===== src/design/cwm_pkg.sv =====
// Package: register map, field layout and reset values of the wake frame matcher.
package cwm_pkg;
   // ==========================================================
   // Register offsets
   // ==========================================================
   localparam logic [6:0] OFS_ID_HIGH   = 7'h23;
   localparam logic [6:0] OFS_ID_MID    = 7'h24;
   localparam logic [6:0] OFS_ID_LOW    = 7'h25;
   localparam logic [6:0] OFS_ID_FLAGS  = 7'h26;
   localparam logic [6:0] OFS_MSK_HIGH  = 7'h27;
   localparam logic [6:0] OFS_MSK_MID   = 7'h28;
   localparam logic [6:0] OFS_MSK_LOW   = 7'h29;
   localparam logic [6:0] OFS_MSK_BITS  = 7'h2a;
   localparam logic [6:0] OFS_LEN_CODE  = 7'h2b;
   // ==========================================================
   // Field layout and reset values
   // ==========================================================
   localparam int         POS_FORMAT    = 0;
   localparam int         POS_REMOTE    = 1;
   localparam int         POS_LOW_LSB   = 2;
   localparam int         POS_LOW_MSB   = 6;
   localparam logic [7:0] MASK_FLAGS_RD = 8'h7f;
   localparam logic [7:0] MASK_MBITS_RD = 8'h7c;
   localparam logic [7:0] MASK_LEN_RD   = 8'h0f;
   localparam logic [7:0] RST_BYTE      = 8'h00;
   localparam int         ID_W          = 29;
   localparam int         LEN_W         = 4;
endpackage : cwm_pkg


===== src/design/cwm_top.sv =====
// Selective wake frame configuration registers and frame matcher.
// ==========================================================
`timescale 1ns/1ns
module cwm_top
   import cwm_pkg::*;
(
   input  wire logic       CLK,          // 20 MHz clock
   input  wire logic       RSTN,         // Power-on reset, sync, active low
   input  wire logic       SOFT_RST,     // Soft reset pulse, clears registers
   input  wire logic       WR_EN,        // Register write strobe
   input  wire logic [6:0] ADDR,         // Register address
   input  wire logic [7:0] WDATA,        // Write data
   output      logic [7:0] RDATA,        // Read data of ADDR, registered
   input  wire logic       CFG_SET,      // Host sets config valid flag
   input  wire logic       RX_VALID,     // Received header pulse
   input  wire logic [28:0] RX_ID,       // Received identifier
   input  wire logic       RX_EXT,       // Received format bit
   input  wire logic       RX_RTR,       // Received remote bit
   input  wire logic [3:0] RX_LEN,       // Received length code
   output      logic       CONFIG_VALID, // Config valid flag
   output      logic       WAKE_UP_FRAME // One-cycle wake detection
);
   import cwm_pkg::*;

   logic [7:0] id_hi_ff, id_mid_ff, id_lo_ff, id_flg_ff;
   logic [7:0] mk_hi_ff, mk_mid_ff, mk_lo_ff, mk_bit_ff, len_ff;
   logic [7:0] rdata_ff;
   logic       cfg_valid_ff, wake_ff;

   // ==========================================================
   // Address decode
   // ==========================================================
   // Soft reset clears only the configuration bytes; the valid flag and the read
   // register follow the power-on reset alone.
   wire logic clr       = ~RSTN | SOFT_RST;
   wire logic we_id_hi  = WR_EN & (ADDR == OFS_ID_HIGH);
   wire logic we_id_mid = WR_EN & (ADDR == OFS_ID_MID);
   wire logic we_id_lo  = WR_EN & (ADDR == OFS_ID_LOW);
   wire logic we_id_flg = WR_EN & (ADDR == OFS_ID_FLAGS);
   wire logic we_mk_hi  = WR_EN & (ADDR == OFS_MSK_HIGH);
   wire logic we_mk_mid = WR_EN & (ADDR == OFS_MSK_MID);
   wire logic we_mk_lo  = WR_EN & (ADDR == OFS_MSK_LOW);
   wire logic we_mk_bit = WR_EN & (ADDR == OFS_MSK_BITS);
   wire logic we_len    = WR_EN & (ADDR == OFS_LEN_CODE);
   wire logic cfg_write = we_id_hi | we_id_mid | we_id_lo | we_id_flg | we_mk_hi
                        | we_mk_mid | we_mk_lo | we_mk_bit | we_len;

   // ==========================================================
   // Configuration registers
   // ==========================================================
   // Reserved bits are masked at write time, so they can never become one.
   always_ff @(posedge CLK)
   begin
      if (clr)
      begin
         id_hi_ff  <= RST_BYTE;
         id_mid_ff <= RST_BYTE;
         id_lo_ff  <= RST_BYTE;
         id_flg_ff <= RST_BYTE;
         mk_hi_ff  <= RST_BYTE;
         mk_mid_ff <= RST_BYTE;
         mk_lo_ff  <= RST_BYTE;
         mk_bit_ff <= RST_BYTE;
         len_ff    <= RST_BYTE;
      end
      else
      begin
         if (we_id_hi)  id_hi_ff  <= WDATA;
         if (we_id_mid) id_mid_ff <= WDATA;
         if (we_id_lo)  id_lo_ff  <= WDATA;
         if (we_id_flg) id_flg_ff <= WDATA & MASK_FLAGS_RD;
         if (we_mk_hi)  mk_hi_ff  <= WDATA;
         if (we_mk_mid) mk_mid_ff <= WDATA;
         if (we_mk_lo)  mk_lo_ff  <= WDATA;
         if (we_mk_bit) mk_bit_ff <= WDATA & MASK_MBITS_RD;
         if (we_len)    len_ff    <= WDATA & MASK_LEN_RD;
      end
   end

   // ==========================================================
   // Read back
   // ==========================================================
   // Unmapped addresses read zero, so a host probing the map never sees stale data.
   logic [7:0] rd_mux;
   always_comb
   begin
      unique case (ADDR)
         OFS_ID_HIGH:  rd_mux = id_hi_ff;
         OFS_ID_MID:   rd_mux = id_mid_ff;
         OFS_ID_LOW:   rd_mux = id_lo_ff;
         OFS_ID_FLAGS: rd_mux = id_flg_ff;
         OFS_MSK_HIGH: rd_mux = mk_hi_ff;
         OFS_MSK_MID:  rd_mux = mk_mid_ff;
         OFS_MSK_LOW:  rd_mux = mk_lo_ff;
         OFS_MSK_BITS: rd_mux = mk_bit_ff;
         OFS_LEN_CODE: rd_mux = len_ff;
         default:      rd_mux = RST_BYTE;
      endcase
   end

   always_ff @(posedge CLK)
   begin
      if (!RSTN)
         rdata_ff <= RST_BYTE;
      else
         rdata_ff <= rd_mux;
   end

   // ==========================================================
   // Matching
   // ==========================================================
   wire logic [28:0] cfg_id   = {id_hi_ff, id_mid_ff, id_lo_ff,
                                 id_flg_ff[POS_LOW_MSB:POS_LOW_LSB]};
   wire logic [28:0] cfg_mask = {mk_hi_ff, mk_mid_ff, mk_lo_ff,
                                 mk_bit_ff[POS_LOW_MSB:POS_LOW_LSB]};
   wire logic        hit;

   cwm_compare #(.ID_BITS(ID_W)) u_cmp (
      .cfg_id   (cfg_id),
      .cfg_mask (cfg_mask),
      .cfg_ext  (id_flg_ff[POS_FORMAT]),
      .cfg_rtr  (id_flg_ff[POS_REMOTE]),
      .cfg_len  (len_ff[LEN_W-1:0]),
      .rx_id    (RX_ID),
      .rx_ext   (RX_EXT),
      .rx_rtr   (RX_RTR),
      .rx_len   (RX_LEN),
      .hit      (hit)
   );

   // A standard identifier sits in bits 28 down to 18, so the host leaves the low
   // bits zero or masked off; the comparator itself treats both formats alike.
   // Matching is armed only while the configuration is declared valid.
   wire logic wake_evt = RX_VALID & cfg_valid_ff & hit;

   // A config write in the same cycle as a set leaves the flag clear: the host
   // must revalidate after the last change, so the clear wins deliberately.
   wire logic nxt_cfg_valid = (cfg_write | wake_evt) ? 1'b0 :
                              (CFG_SET ? 1'b1 : cfg_valid_ff);

   always_ff @(posedge CLK)
   begin
      if (!RSTN)
      begin
         cfg_valid_ff <= 1'b0;
         wake_ff      <= 1'b0;
      end
      else
      begin
         cfg_valid_ff <= nxt_cfg_valid;
         wake_ff      <= wake_evt;
      end
   end

   assign RDATA         = rdata_ff;
   assign CONFIG_VALID  = cfg_valid_ff;
   assign WAKE_UP_FRAME = wake_ff;

   // ==========================================================
   // Checks
   // ==========================================================
   a_wake_needs_valid: assert property (@(posedge CLK) disable iff (!RSTN)
      WAKE_UP_FRAME |-> $past(cfg_valid_ff) && !cfg_valid_ff)
      else $error("wake without valid config or flag not cleared");
   a_write_clears_valid: assert property (@(posedge CLK) disable iff (!RSTN)
      cfg_write |=> !CONFIG_VALID)
      else $error("config write did not clear valid flag");
   a_len_reserved_zero: assert property (@(posedge CLK) disable iff (!RSTN)
      len_ff[7:4] == 4'h0)
      else $error("length code reserved bits set");
   a_mask_reserved_zero: assert property (@(posedge CLK) disable iff (!RSTN)
      (mk_bit_ff & ~MASK_MBITS_RD) == 8'h00)
      else $error("mask reserved bits set");
   a_flag_reserved_zero: assert property (@(posedge CLK) disable iff (!RSTN)
      id_flg_ff[7] == 1'b0)
      else $error("identifier reserved bit set");
   a_len_exact_match: assert property (@(posedge CLK) disable iff (!RSTN)
      (RX_VALID && cfg_valid_ff && RX_LEN != len_ff[3:0]) |=> !WAKE_UP_FRAME)
      else $error("wake with different length code");
   a_masked_id_match: assert property (@(posedge CLK) disable iff (!RSTN)
      (RX_VALID && cfg_valid_ff && (((RX_ID ^ cfg_id) & cfg_mask) != 29'h0))
      |=> !WAKE_UP_FRAME)
      else $error("wake with masked identifier mismatch");
   a_full_match_wakes: assert property (@(posedge CLK) disable iff (!RSTN)
      (RX_VALID && cfg_valid_ff && (((RX_ID ^ cfg_id) & cfg_mask) == 29'h0)
       && RX_EXT == id_flg_ff[0] && RX_RTR == id_flg_ff[1] && RX_LEN == len_ff[3:0])
      |=> WAKE_UP_FRAME)
      else $error("matching frame did not wake");
   a_soft_reset_clear: assert property (@(posedge CLK) disable iff (!RSTN)
      SOFT_RST |=> (id_hi_ff == 8'h00 && mk_hi_ff == 8'h00 && len_ff == 8'h00))
      else $error("soft reset did not clear registers");
   // Stored fields must equal the write that made them, minus the reserved bits.
   a_id_byte_store: assert property (@(posedge CLK) disable iff (!RSTN)
      (we_id_hi && !SOFT_RST) |=> id_hi_ff == $past(WDATA))
      else $error("identifier byte not stored");
   a_flag_store: assert property (@(posedge CLK) disable iff (!RSTN)
      (we_id_flg && !SOFT_RST) |=> id_flg_ff == ($past(WDATA) & MASK_FLAGS_RD))
      else $error("format or remote flag not stored");
   a_len_store: assert property (@(posedge CLK) disable iff (!RSTN)
      (we_len && !SOFT_RST) |=> len_ff == ($past(WDATA) & MASK_LEN_RD))
      else $error("length code not stored");
   // Frames that arrive while the configuration is not valid must stay silent.
   a_idle_no_wake: assert property (@(posedge CLK) disable iff (!RSTN)
      (RX_VALID && !cfg_valid_ff) |=> !WAKE_UP_FRAME)
      else $error("wake while configuration not valid");
   a_set_takes_flag: assert property (@(posedge CLK) disable iff (!RSTN)
      (CFG_SET && !cfg_write && !wake_evt) |=> CONFIG_VALID)
      else $error("config valid flag not set");
   a_format_match: assert property (@(posedge CLK) disable iff (!RSTN)
      (RX_VALID && cfg_valid_ff && RX_EXT != id_flg_ff[POS_FORMAT]) |=> !WAKE_UP_FRAME)
      else $error("wake with different identifier format");
endmodule : cwm_top


===== src/design/cwm_compare.sv =====
// Combinational compare of a received frame header against the configured wake frame.
`timescale 1ns/1ns
module cwm_compare
   import cwm_pkg::*;
#(
   parameter int ID_BITS = 29
)
(
   input  wire logic [ID_BITS-1:0] cfg_id,      // Expected identifier
   input  wire logic [ID_BITS-1:0] cfg_mask,    // One marks a compared bit
   input  wire logic               cfg_ext,     // Expected format
   input  wire logic               cfg_rtr,     // Expected remote flag
   input  wire logic [3:0]         cfg_len,     // Expected length code
   input  wire logic [ID_BITS-1:0] rx_id,       // Received identifier
   input  wire logic               rx_ext,      // Received format
   input  wire logic               rx_rtr,      // Received remote flag
   input  wire logic [3:0]         rx_len,      // Received length code
   output      logic               hit          // Frame matches
);
   // The top packs exactly ID_W identifier bits, so no other width can be served.
   if (ID_BITS != ID_W)
   begin : g_bad_width
      $error("identifier width must equal the packed register width");
   end

   wire logic [ID_BITS-1:0] bit_ok;
   genvar g;
   generate
      for (g = 0; g < ID_BITS; g++)
      begin : g_bit
         assign bit_ok[g] = ~cfg_mask[g] | (cfg_id[g] == rx_id[g]);
      end
   endgenerate
   // Length code compared raw, so 8 and 15 do not match each other.
   wire logic len_ok = (cfg_len == rx_len);
   assign hit = (&bit_ok) & (cfg_ext == rx_ext) & (cfg_rtr == rx_rtr) & len_ok;
endmodule : cwm_compare


===== config.mk =====
export PLATFORM = sky130hd
export DESIGN_NAME = cwm_top
export DESIGN_NICKNAME = d
export VERILOG_FILES = /design/src/design/cwm_pkg.sv /design/src/design/cwm_top.sv /design/src/design/cwm_compare.sv
export SDC_FILE = /design/constraint.sdc
export NUM_CORES = 1
export LEC_CHECK = 0
export ABC_AREA = 1
export BUFFER_PORTS_ARGS = -buffer_cell sky130_fd_sc_hd__buf_4
export CAP_MARGIN = 15
export CORE_MARGIN = 2
export CORE_UTILIZATION = 45
export CTS_CLUSTER_SIZE = 28
export DETAILED_ROUTE_END_ITERATION = 8
export GPL_TIMING_DRIVEN = 0
export PLACE_DENSITY = 0.71
export SYNTH_ARGS = -nofsm -noshare
export SYNTH_HDL_FRONTEND = slang
export SYNTH_SLANG_ARGS = --single-unit
export TNS_END_PERCENT = 5

===== constraint.sdc =====
create_clock -name CLK -period 4.1 [get_ports CLK]
set_clock_uncertainty 0.2 [all_clocks]
set_input_delay 0.205 -clock CLK [delete_from_list [all_inputs] [get_ports CLK]]
set_output_delay 0.205 -clock CLK [all_outputs]
set_load 0.02 [all_outputs]

==> results of run 1 <==
==> routing by layer <==
| layer | vias to the layer above | share of wire, % |
|---|---|---|
| li1 | 2098 | - |
| met1 | 2013 | 43 |
| met2 | 208 | 46 |
| met3 | 31 | 8.5 |
| met4 | 0 | 2.8 |
| met5 | - | 0 |
==> power groups by stage <==
stage | Combinational [mW] | Sequential (mW) | Clock [mW]
global route | 0.142 | 0.721 | 0.732
global placement | 0.127 | 0.738 | 0
finish | 0.133 | 0.721 | 0.701
CTS | 0.131 | 0.721 | 0.698
floorplan | 0.0577 | 0.738 | 0
detailed placement | 0.129 | 0.738 | 0
==> state kept, by name (all words and copies together) (netlist names), 7 cells and up <==
| signal | count |
|---|---|
| id_lo_ff | 8 |
| mk_mid_ff | 8 |
| mk_hi_ff | 8 |
| mk_lo_ff | 8 |
| id_mid_ff | 8 |
| id_hi_ff | 8 |
| RDATA | 8 |
| id_flg_ff | 7 |
==> worst register-to-register path, stage by stage (launching register included) <==
cell and delay [ps]:
dfxtp_1 340, or2_2 290, nand3_1 110, nand2_1 80
nor3_1 210, nand3_1 120, nand2_1 70, inv_1 40
==> how the worst max path moves through the flow <==
stage / from / to / slack, ps / cells after the start
6_report: RSTN / id_lo_ff[1] / 1890 / 7
5_1_grt: RSTN / id_lo_ff[0] / 1800 / 7
4_1_cts: RSTN / id_lo_ff[1] / 1880 / 7
3_5_place_dp: RSTN / id_mid_ff[1] / 2080 / 6
3_3_place_gp: RSTN / id_mid_ff[1] / 2100 / 6
2_1_floorplan: ADDR[4] / id_hi_ff[5] / 2580 / 9
==> cell type report <==
type	count	area (um^2)	share of cell area [%]
repair buffers	60	455.4	9.162
multi-input cells	428	2197	44.20
clock inverters	7	117.6	2.366
inverters	86	324.1	6.519
flip-flops and latches	74	1481	29.80
well taps	108	135.1	2.718
clock buffers	9	123.9	2.492
plain buffers	26	136.4	2.744
==> cells by family after synthesis <==
family | Yosys count
buffers and inverters | 112
AND/OR/NAND/NOR | 339
flip-flops | 74
XOR/XNOR | 3
AO/OA/AOI/OAI | 86
==> synth_stat cells <==
| cell type | number |
|---|---|
| clkinv_2 | 1 |
| nand3_1 | 76 |
| buf_6 | 3 |
| nand2_4 | 3 |
| or2_2 | 1 |
| nor2_2 | 3 |
| a211oi_1 | 11 |
| nor3_1 | 1 |
| nor3_2 | 2 |
| nor2_1 | 75 |
| nor3_4 | 1 |
| or2_1 | 1 |
| nand2_2 | 6 |
| inv_2 | 7 |
| inv_1 | 78 |
| nand4_1 | 1 |
| dfxtp_1 | 74 |
| buf_4 | 2 |
| clkbuf_1 | 9 |
| nand2_1 | 161 |
| nor2_4 | 5 |
| o21ai_0 | 9 |
| buf_1 | 5 |
| a21oi_1 | 36 |
| nand3_2 | 3 |
| buf_2 | 7 |
| xnor2_1 | 3 |
| a211oi_2 | 28 |
| o21ai_1 | 2 |
==> placed cells by master, fill, tap and decap left out, types with 2 or more instances in the layout <==
| cell type | instances |
|---|---|
| dfxtp_1 | 74 |
| buf_6 | 3 |
| clkinv_4 | 2 |
| clkinv_2 | 3 |
| o21ai_0 | 9 |
| nor3_2 | 2 |
| clkbuf_1 | 9 |
| nor2_1 | 75 |
| nand3_2 | 3 |
| a21oi_1 | 36 |
| inv_1 | 78 |
| nor2_2 | 3 |
| nand2_4 | 3 |
| clkbuf_8 | 9 |
| nand2_2 | 6 |
| xnor2_1 | 3 |
| a211oi_1 | 11 |
| inv_2 | 7 |
| buf_2 | 7 |
| a211oi_2 | 28 |
| o21ai_1 | 2 |
| bufinv_16 | 3 |
| dlygate4sd3_1 | 2 |
| nor2_4 | 5 |
| buf_1 | 5 |
| buf_4 | 60 |
| nand3_1 | 76 |
| nand2_1 | 161 |
==> repair_timing <==
item                                   in CTS  in global routing
buffers inserted                            0                  0
hold buffers                                2                  0
endpoints found under the hold margin       7                  0
==> impl_results.md, run 1 <==
* Area post-placement at 4710 um^2
* Hpwl dp at 9980 um
* Gp weighted congestion at 0.9369
* CP delay by family, top: buffers and inverters
* DR vias/cell at 5.451
* Num CTS Buffers at 9
* Worst r2r path cells at 7
* Clock transition at path regs at 90 ps
* Dpl ws at 2075 ps
* P_int at between 1 and 1.5 mW
* Tmin final at 2207 ps
* Die height at 99.91 um
* Die W at 99.91 um
* Largest net degree at the start of global routing at 14
* CTS tree: yes
* First-pass GRT wire length at 20560 um
* Nets@finish at 741
* Yosys cell types at 29
* Hold endpoint: id_hi_ff[1]
* R2R Path Start: id_hi_ff[7]
* Initial antenna violation count at 0
* Cells after synthesis at about 600
* Dpl cells at 780
* Root Driver: clkbuf_8
* Leak at 2.046 nW
* First drt pass iteration count at 5
* Fmax at 453.1 MHz
* Hold_sp: ADDR[2]
* FP Rows at 34
* IO buf count at 58
* Seq cells post-synth at 74
* Residual DRC at 0
* Sequential area share after synthesis at 35.79%
* Clock share of power at a little under half
* End-of-flow core utilization at 56.45%
* Initial Utilization at 47.00%
* Status: finished clean
* Area Overhead vs Synth at 20.10%
* Gr usage total at 27.07%
* Post-Synth Adder-Cell Area at 0%
* Total of max-cap violations at 0
* YS warnings at 0
* Antenna cell count at 0
* WHS at 11.06 ps
* Final setup fails at 0
* Clk buf depth at 2
* Psw at between 0.3 and 0.4 mW
* Final Power at around 1.6 mW
* Drt total wl at 13280 um
* Fin worst setup slack at 1893 ps
* Pins over their slew limit at 0
* PwrDens at ~310 nW/um^2
* Htree depth at 3
* Fraction of layout cells with a size suffix above 1 at around a fifth
* Worst hold stages at 4
* CP Cell Sequence: dlygate4sd3_1 > buf_4 > inv_2 > or2_1 > buf_2 > buf_1 > a211oi_2
* Clk Latency, worst-skew pair at 360 ps
* Net Sw Frac at 24.52%
* Synth Area in XOR/XNOR at 0.6348%
* RSZ-0062 raised after global routing: false
* Syn avg cell area at 6.741 um^2
* Final setup TNS at 0 ps
* Top cells by area, synth: dfxtp_1 (36%), nand2_1 (15%), nand3_1 (9.2%)
* Setup crit start kind: primary input
* Sequential Power Share at 46.4%
* Vias in the first global route at 3917
* Synth Area in Compound Gates at 16.14%
* Critical Path AT at 2210 ps
* Actual slew at the worst max-slew pin at 880.5 ps
* Top-area cell type share of the netlist area at 35.79%
* Multiplexer share of the synthesized area at 0%
* Peak supply drop at around 0.18 mV
* Min-delay worst type: in2reg
* Final period util at 53.83%
* Buf+Inv Stages, Crit Path at 5
* Simple-gate share of the synthesized area at 36.31%
* Clk sinks at 74
* Avg WL per Cell at between 15 and 20 um
* Slowest stage delay, CP at 700 ps
* Crit path capture type: flop
* Slowest CP cell: buf_1
* Core ar. at roughly 8800 um^2
* # IOs at 66
* Required @ worst endpoint at 4110 ps
* Reg-to-Reg End: CONFIG_VALID
* FF-to-FF setup slack at 2550 ps
* Syn Std Cell Area at 4139 um^2
* Setup CP Type: in2reg
* Logic pwr share at under 10%
* CTS resizes at 0
* CP max FO at 10
* Post-synth top area cell: dfxtp_1
* Max-slew headroom at between 40% and 50%
* Fin. Hold Viols at 0
* Final Cell Area at 4971 um^2
* Mapped Nets at 670
* Most Crowded Layer GR: met2
* Met3 Use GR at 3.482%
* Main combinational cell family by area after synthesis: simple AND/OR/NAND/NOR gates
* Die ar. at 9981 um^2
* Post-DRT Antenna Nets at 0
* Fillers at about 870
* GR Util met1 at between 30% and 40%
* Remaining Overflow, GRT at 0
* Vias at ~4400
* GR Util met2 at 43.61%
* Initial drt markers at between 400 and 500
* Layout Cells excl Fill at 798
No activity file was read; power rests on OpenSTA's default activity.
==> inputs of run 2 (changes only) <==
clock period = 2.3 ns   (was 4.1 ns; I/O delays follow)
==> run 2 against run 1 <==
Net effect:
- worst hold slack worse by 1.9 ps
- sequential cell count unchanged
- largest cell class unchanged
- global-route usage about the same
- via count up 0.51%
- power up 79%
- sequential power up 78%
- critical path depth unchanged
- clock-buffer cell count unchanged
- combinational power up 82%
- highest routed layer unchanged
- utilization up 0.45 points
- worst setup slack worse by 1700 ps
==> impl_results.md, run 2 (same netlist as run 1, synthesis figures left out) <==
* Residual DRC at 0 (unchanged)
* Initial antenna violation count at 0 (unchanged)
* Setup crit start kind: primary input
* Clk Latency, worst-skew pair at 360 ps (about the same)
* Status: finished clean
* GR Util met1 at 36.75% (+0.043 points)
* Fmax at roughly 470 MHz
* Setup CP Type: in2reg
* Initial Utilization at 47.00% (unchanged)
* Fraction of layout cells with a size suffix above 1 at 21.04% (-0.12 points)
* Final period util at slightly above 90%
* CP max FO at 10 (unchanged)
* Hold_sp: RX_ID[22]
* Avg WL per Cell at 16.60 um (-0.26%)
* Core ar. at 8806 um^2 (unchanged)
* Most common cell after layout, fill and taps aside: nand2_1
* FF-to-FF setup slack at 430 ps (-2120 ps)
* Final Cell Area at 5011 um^2 (+0.81%)
* CTS tree: yes
* First-pass GRT wire length at 20610 um (+0.23%)
* Most Crowded Layer GR: met2
* Vias in the first global route at 3937 (+0.51%)
* Remaining Overflow, GRT at 0 (unchanged)
* Pins over their slew limit at 0 (unchanged)
* Commonest non-fill, non-tap cells in the layout: nand2_1 (161), inv_1 (78), nand3_1 (76), nor2_1 (75), dfxtp_1 (74)
* Vias at 4372 (+0.51%)
* Hold endpoint: WAKE_UP_FRAME
* First drt pass iteration count at 6 (+1)
* IO buf count at 58 (unchanged)
* Largest net degree at the start of global routing at 14 (unchanged)
* Leak at 2.061 nW (+0.71%)
* Multi-input logic area at 2197 um^2 (unchanged)
* Fillers at 865 (-1.0%)
* Reg-to-Reg End: CONFIG_VALID
* Drt total wl at 13310 um (+0.24%)
* Die W at 99.91 um (unchanged)
* RSZ-0062 raised after global routing: false
* CP startpoint: RSTN
* End-of-flow core utilization at 56.91% (+0.45 points)
* Clock transition at path regs at 90 ps (about the same)
* Gr usage total at 27.11% (+0.044 points)
* Die height at 99.91 um (unchanged)
* Actual slew at the worst max-slew pin at 903.6 ps (+23.05 ps)
* Clk sinks at 74 (unchanged)
* Worst r2r path cells at 7 (unchanged)
* Area post-placement at 4710 um^2 (unchanged)
* Min-delay worst type: in2reg
* Tmin final at ~2100 ps
* Antenna cell count at 0 (unchanged)
* Total of max-cap violations at 0 (unchanged)
* Register area at 1481 um^2 (unchanged)
* Crit path capture type: flop
* Critical Path AT at 2150 ps (-60 ps)
* Post-DRT Antenna Nets at 0 (unchanged)
* Fin. Hold Viols at 0 (unchanged)
* Peak supply drop at 0.3178 mV (+78%)
* Gp weighted congestion at 0.9369 (unchanged)
* FP Rows at 34 (unchanged)
* Final Power at 2.775 mW (+79%)
* Hpwl dp at 9980 um (unchanged)
* Clk buf depth at 2 (unchanged)
* Nets@finish at 745 (+0.54%)
* Met3 Use GR at 3.482% (unchanged)
* PwrDens at 553.8 nW/um^2 (+77%)
* Final setup fails at 0 (unchanged)
* Area Overhead vs Synth at 21.07%
* Htree depth at 3 (unchanged)
* R2R Path Start: id_flg_ff[1]
* Final setup TNS at 0 ps (unchanged)
* # IOs at 66 (unchanged)
* Num CTS Buffers at 9 (unchanged)
* GR Util met2 at 43.50% (-0.10 points)
* Die ar. at 9981 um^2 (unchanged)
* Initial drt markers at 526 (+8.9%)
* Root Driver: clkbuf_8
* Worst hold stages at 6 (+2)
* DR vias/cell at 5.451 (about the same)
* Required @ worst endpoint at 2300 ps (-1810 ps)
* Max-slew headroom at 39.76% (-1.5 points)
[run 2: cell types whose count changed in the layout (fill, tap and decap cells not counted)]
cell	delta
dlygate4sd3_1	+4
[run 2: stage by stage]
| stage | hold WS [ps] | setup WS (ps) | instances |
|---|---|---|---|
| 6_report | 9.144 | 157.3 | 802 |
| 2_1_floorplan | 12.63 | 868.4 | 614 |
| 5_1_grt | 38.96 | 92.53 | 802 |
| 3_3_place_gp | 115.2 | 386.5 | 780 |
| 4_1_cts | 2.103 | 167.2 | 802 |
| 3_5_place_dp | 118.5 | 365.4 | 780 |
[run 2: timing repair]
action / in CTS / in global routing
setup endpoints to repair: 0 / 0
endpoints found under the hold margin: 17 / 0
resized for setup: 0 / 0
buffers inserted: 0 / 0
hold buffers: 6 / 0
[run 2: how the worst max path moves through the flow]
stage / end
after floorplan: id_hi_ff[5]
after global placement: id_mid_ff[1]
after detailed placement: id_mid_ff[1]
after CTS: id_lo_ff[1]
after global routing: id_lo_ff[0]
final: id_lo_ff[1]
[run 2: critical path: stages]
cell	delay (ps)
dlygate4sd3_1	530
buf_4	140
inv_2	180
or2_1	130
buf_2	230
buf_1	710
a211oi_2	90
[run 2: layer usage]
layer  up-vias  part of all wire [%]  wire length (um)
met5         -                     0                 0
met4         0                   3.2               427
met3        36                   8.9              1183
met2       237                    45              6040
met1      1989                    43              5661
li1       2110                     -                 -
[run 2: area by class of cell]
class,instances,area share (%)
Multi-Input combinational cell,428,43.85
Sequential cell,74,29.56
Timing Repair Buffer,64,9.888
Inverter,86,6.467
Buffer,26,2.722
Tap cell,108,2.697
Clock buffer,9,2.472
Clock inverter,7,2.347
[run 2: power by group]
part           leakage [nW]  internal (mW)  switching, mW  total (mW)
Clock                 0.123          0.720          0.528        1.25
Sequential            0.596           1.28        0.00248        1.28
Combinational          1.34         0.0928          0.149       0.242
Total                  2.06           2.10          0.679        2.78
==> inputs of run 3 (changes only) <==
CELL_PAD_IN_SITES_DETAIL_PLACEMENT = 1   (was unset)
CELL_PAD_IN_SITES_GLOBAL_PLACEMENT = 1   (was unset)
CORE_MARGIN = 8   (was 2)
CORE_UTILIZATION = 40   (was 45)
PLACE_DENSITY = 0.85   (was 0.71)
SETUP_SLACK_MARGIN = 0.3   (was unset)
==> run 3 against run 2 <==
Net effect:
- largest cell class unchanged
- sequential cell count did not move
- highest routed layer unchanged
- sequential power hardly changed
- utilization down 6.6 points
- power is 7.8% higher
- cell area up 2.2%
- largest power group is now clock
- first-iteration DRC count is 39% lower
- sequential share of layout area shrank 0.65 points
==> impl_results.md, run 3 (same netlist as run 1, synthesis figures left out) <==
* FP Rows at 37 (+8.8%)
* Layout Cells excl Fill at 834 (+4.0%)
* Leak at 2.103 nW (+2.1%)
* Setup CP Type: in2reg
* Total of max-cap violations at 0 (unchanged)
* Root Driver: clkbuf_8
* RSZ-0062 raised after global routing: true
* Vias at 4505 (+3.0%)
* Area Overhead vs Synth at 23.79%
* CP delay by family, top: simple AND/OR/NAND/NOR gates
* Dpl cells at 808 (+3.6%)
* Clk Latency, worst-skew pair at 380 ps (+20 ps)
* Htree depth at 3 (unchanged)
* WHS at 5.538 ps (-3.607 ps)
* Fin worst setup slack at 335.4 ps (+178.0 ps)
* Initial Utilization at 40.64% (-6.4 points)
* Initial drt markers at 322 (-39%)
* Clk sinks at 74 (unchanged)
* Slowest CP cell: dlygate4sd3_1
* Post-DRT Antenna Nets at 0 (unchanged)
* Clock transition at path regs at 80 ps (about the same)
* Net Sw Frac at 23.24% (-1.2 points)
* Die ar. at 13860 um^2 (+39%)
* Antenna cell count at 0 (unchanged)
* Die W at 117.7 um (+18%)
* CTS tree: yes
* Most common cell after layout, fill and taps aside: nand2_1
* Sequential Power Share at 42.9% (-3.4 points)
* First-pass GRT wire length at 25000 um (+21%)
* Hpwl dp at 12000 um (+20%)
* P_int at 2.297 mW (+9.6%)
* Residual DRC at 0 (unchanged)
* DR vias/cell at 5.402 (-0.91%)
* Fin. Hold Viols at 0 (unchanged)
* Vias in the first global route at 4629 (+18%)
* Fmax at 509.0 MHz (+9.1%)
* Nets@finish at 749 (+0.54%)
* Largest net degree at the start of global routing at 13 (-1)
* Clk buf depth at 2 (unchanged)
* Pins over their slew limit at 0 (unchanged)
* Final setup TNS at 0 ps (unchanged)
* Dpl ws at 333.1 ps (-32.30 ps)
* Min-delay worst type: in2reg
* Logic pwr share at 8.4% (-0.3 points)
* Gp weighted congestion at 0.9415 (+0.49%)
* # IOs at 66 (unchanged)
* Setup crit start kind: primary input
* Buf+Inv Stages, Crit Path at 2 (-3)
* Num CTS Buffers at 9 (unchanged)
* Final Power at 2.993 mW (+7.8%)
* Required @ worst endpoint at 2340 ps (+40 ps)
* CP max FO at 9 (-1)
* Status: finished clean
* Fillers at 1366 (+58%)
* Tmin final at 1965 ps (-178.0 ps)
* Remaining Overflow, GRT at 0 (unchanged)
* Avg WL per Cell at 19.21 um (+16%)
* First drt pass iteration count at 4 (-2)
* Final Cell Area at 5124 um^2 (+2.2%)
* Fraction of layout cells with a size suffix above 1 at 21.49% (+0.45 points)
* Gr usage total at 22.80% (-4.3 points)
* Core ar. at 10180 um^2 (+16%)
* Die height at 117.7 um (+18%)
* Drt total wl at 16020 um (+20%)
* Final period util at 85.42% (-7.7 points)
* Clock share of power at 48.6% (+3.6 points)
* Crit path capture type: flop
* Area post-placement at 4745 um^2 (+0.74%)
* Peak supply drop at 0.3795 mV (+19%)
* Initial antenna violation count at 0 (unchanged)
* CP Cell Sequence: dlygate4sd3_1 > buf_4 > nor2_2 > nand2_4 > nor2_4 > nand2_1 > nand2_1 > a21oi_1
* IO buf count at 58 (unchanged)
* Actual slew at the worst max-slew pin at 908.2 ps (+4.632 ps)
* Slowest stage delay, CP at 540 ps (-170 ps)
* Critical Path AT at 2000 ps (-150 ps)
* Max-slew headroom at 39.45% (-0.31 points)
* Psw at 0.6957 mW (+2.4%)
* Final setup fails at 0 (unchanged)
* Commonest non-fill, non-tap cells in the layout: nand2_1 (161), inv_1 (78), nand3_1 (76), nor2_1 (75), dfxtp_1 (74)
* End-of-flow core utilization at 50.31% (-6.6 points)
* Critical Path Most Common Cell: nand2_1
* PwrDens at 584.2 nW/um^2 (+5.5%)
[run 3: changes by cell type in the layout (fill, tap and decap cells not counted), sizes merged]
cell,before,now
dlygate4sd3,6,7
buf,75,77
clkbuf,18,22
clkinv,5,1
bufinv,3,4
[run 3: power groups by stage]
stage | Combinational (mW) | Clock, mW | Sequential (mW)
4_1_cts | 0.249 | 1.45 | 1.28
3_3_place_gp | 0.229 | 0 | 1.32
6_report | 0.253 | 1.46 | 1.28
3_5_place_dp | 0.237 | 0 | 1.32
5_1_grt | 0.270 | 1.51 | 1.29
2_1_floorplan | 0.103 | 0 | 1.32
[run 3: worst paths after layout]
path                                   start  cells after the start  slack (ps)      endpoint
worst max-delay path                 ADDR[2]                      8         340   mk_lo_ff[1]
worst max register to register  id_flg_ff[1]                      7         420  CONFIG_VALID
worst min-delay path                WDATA[1]                      3           6  id_flg_ff[1]
worst min register to register  mk_bit_ff[6]                      2         290  mk_bit_ff[6]
[run 3: worst reg2reg max path, stage by stage (launching register included)]
cell and delay, ps:
dfxtp_1 390, xnor2_1 140, nand3_1 90, dlygate4sd3_1 560, nor3_1 180, nand3_1 110
nand2_1 80, inv_1 30
[run 3: layout make-up]
type                       count  area [um^2]  area share (%)
clock buffer                  12        165.2           3.223
multi-input combinational    428         2197           42.88
sequential                    74         1481           28.91
inverter                      86        324.1           6.325
buffer                        26        137.6           2.686
clock inverter                 4        120.1           2.344
tap                          136        170.2           3.321
timing repair buffer          68        528.0           10.31
[run 3: repair_timing]
action	CTS	global route
gates resized for setup	0	2
setup buffers	0	3
setup endpoints to repair	0	21
endpoints found under the hold margin	19	0
hold buffers	7	0
[run 3: metal layers]
| metal | up-vias | routed length, um | track usage (%) |
|---|---|---|---|
| li1 | 2122 | - | - |
| met1 | 2164 | 6772 | 28.02 |
| met2 | 182 | 7776 | 37.83 |
| met3 | 37 | 972 | 3.885 |
| met4 | 0 | 497 | 11.05 |
| met5 | - | 0 | 0 |
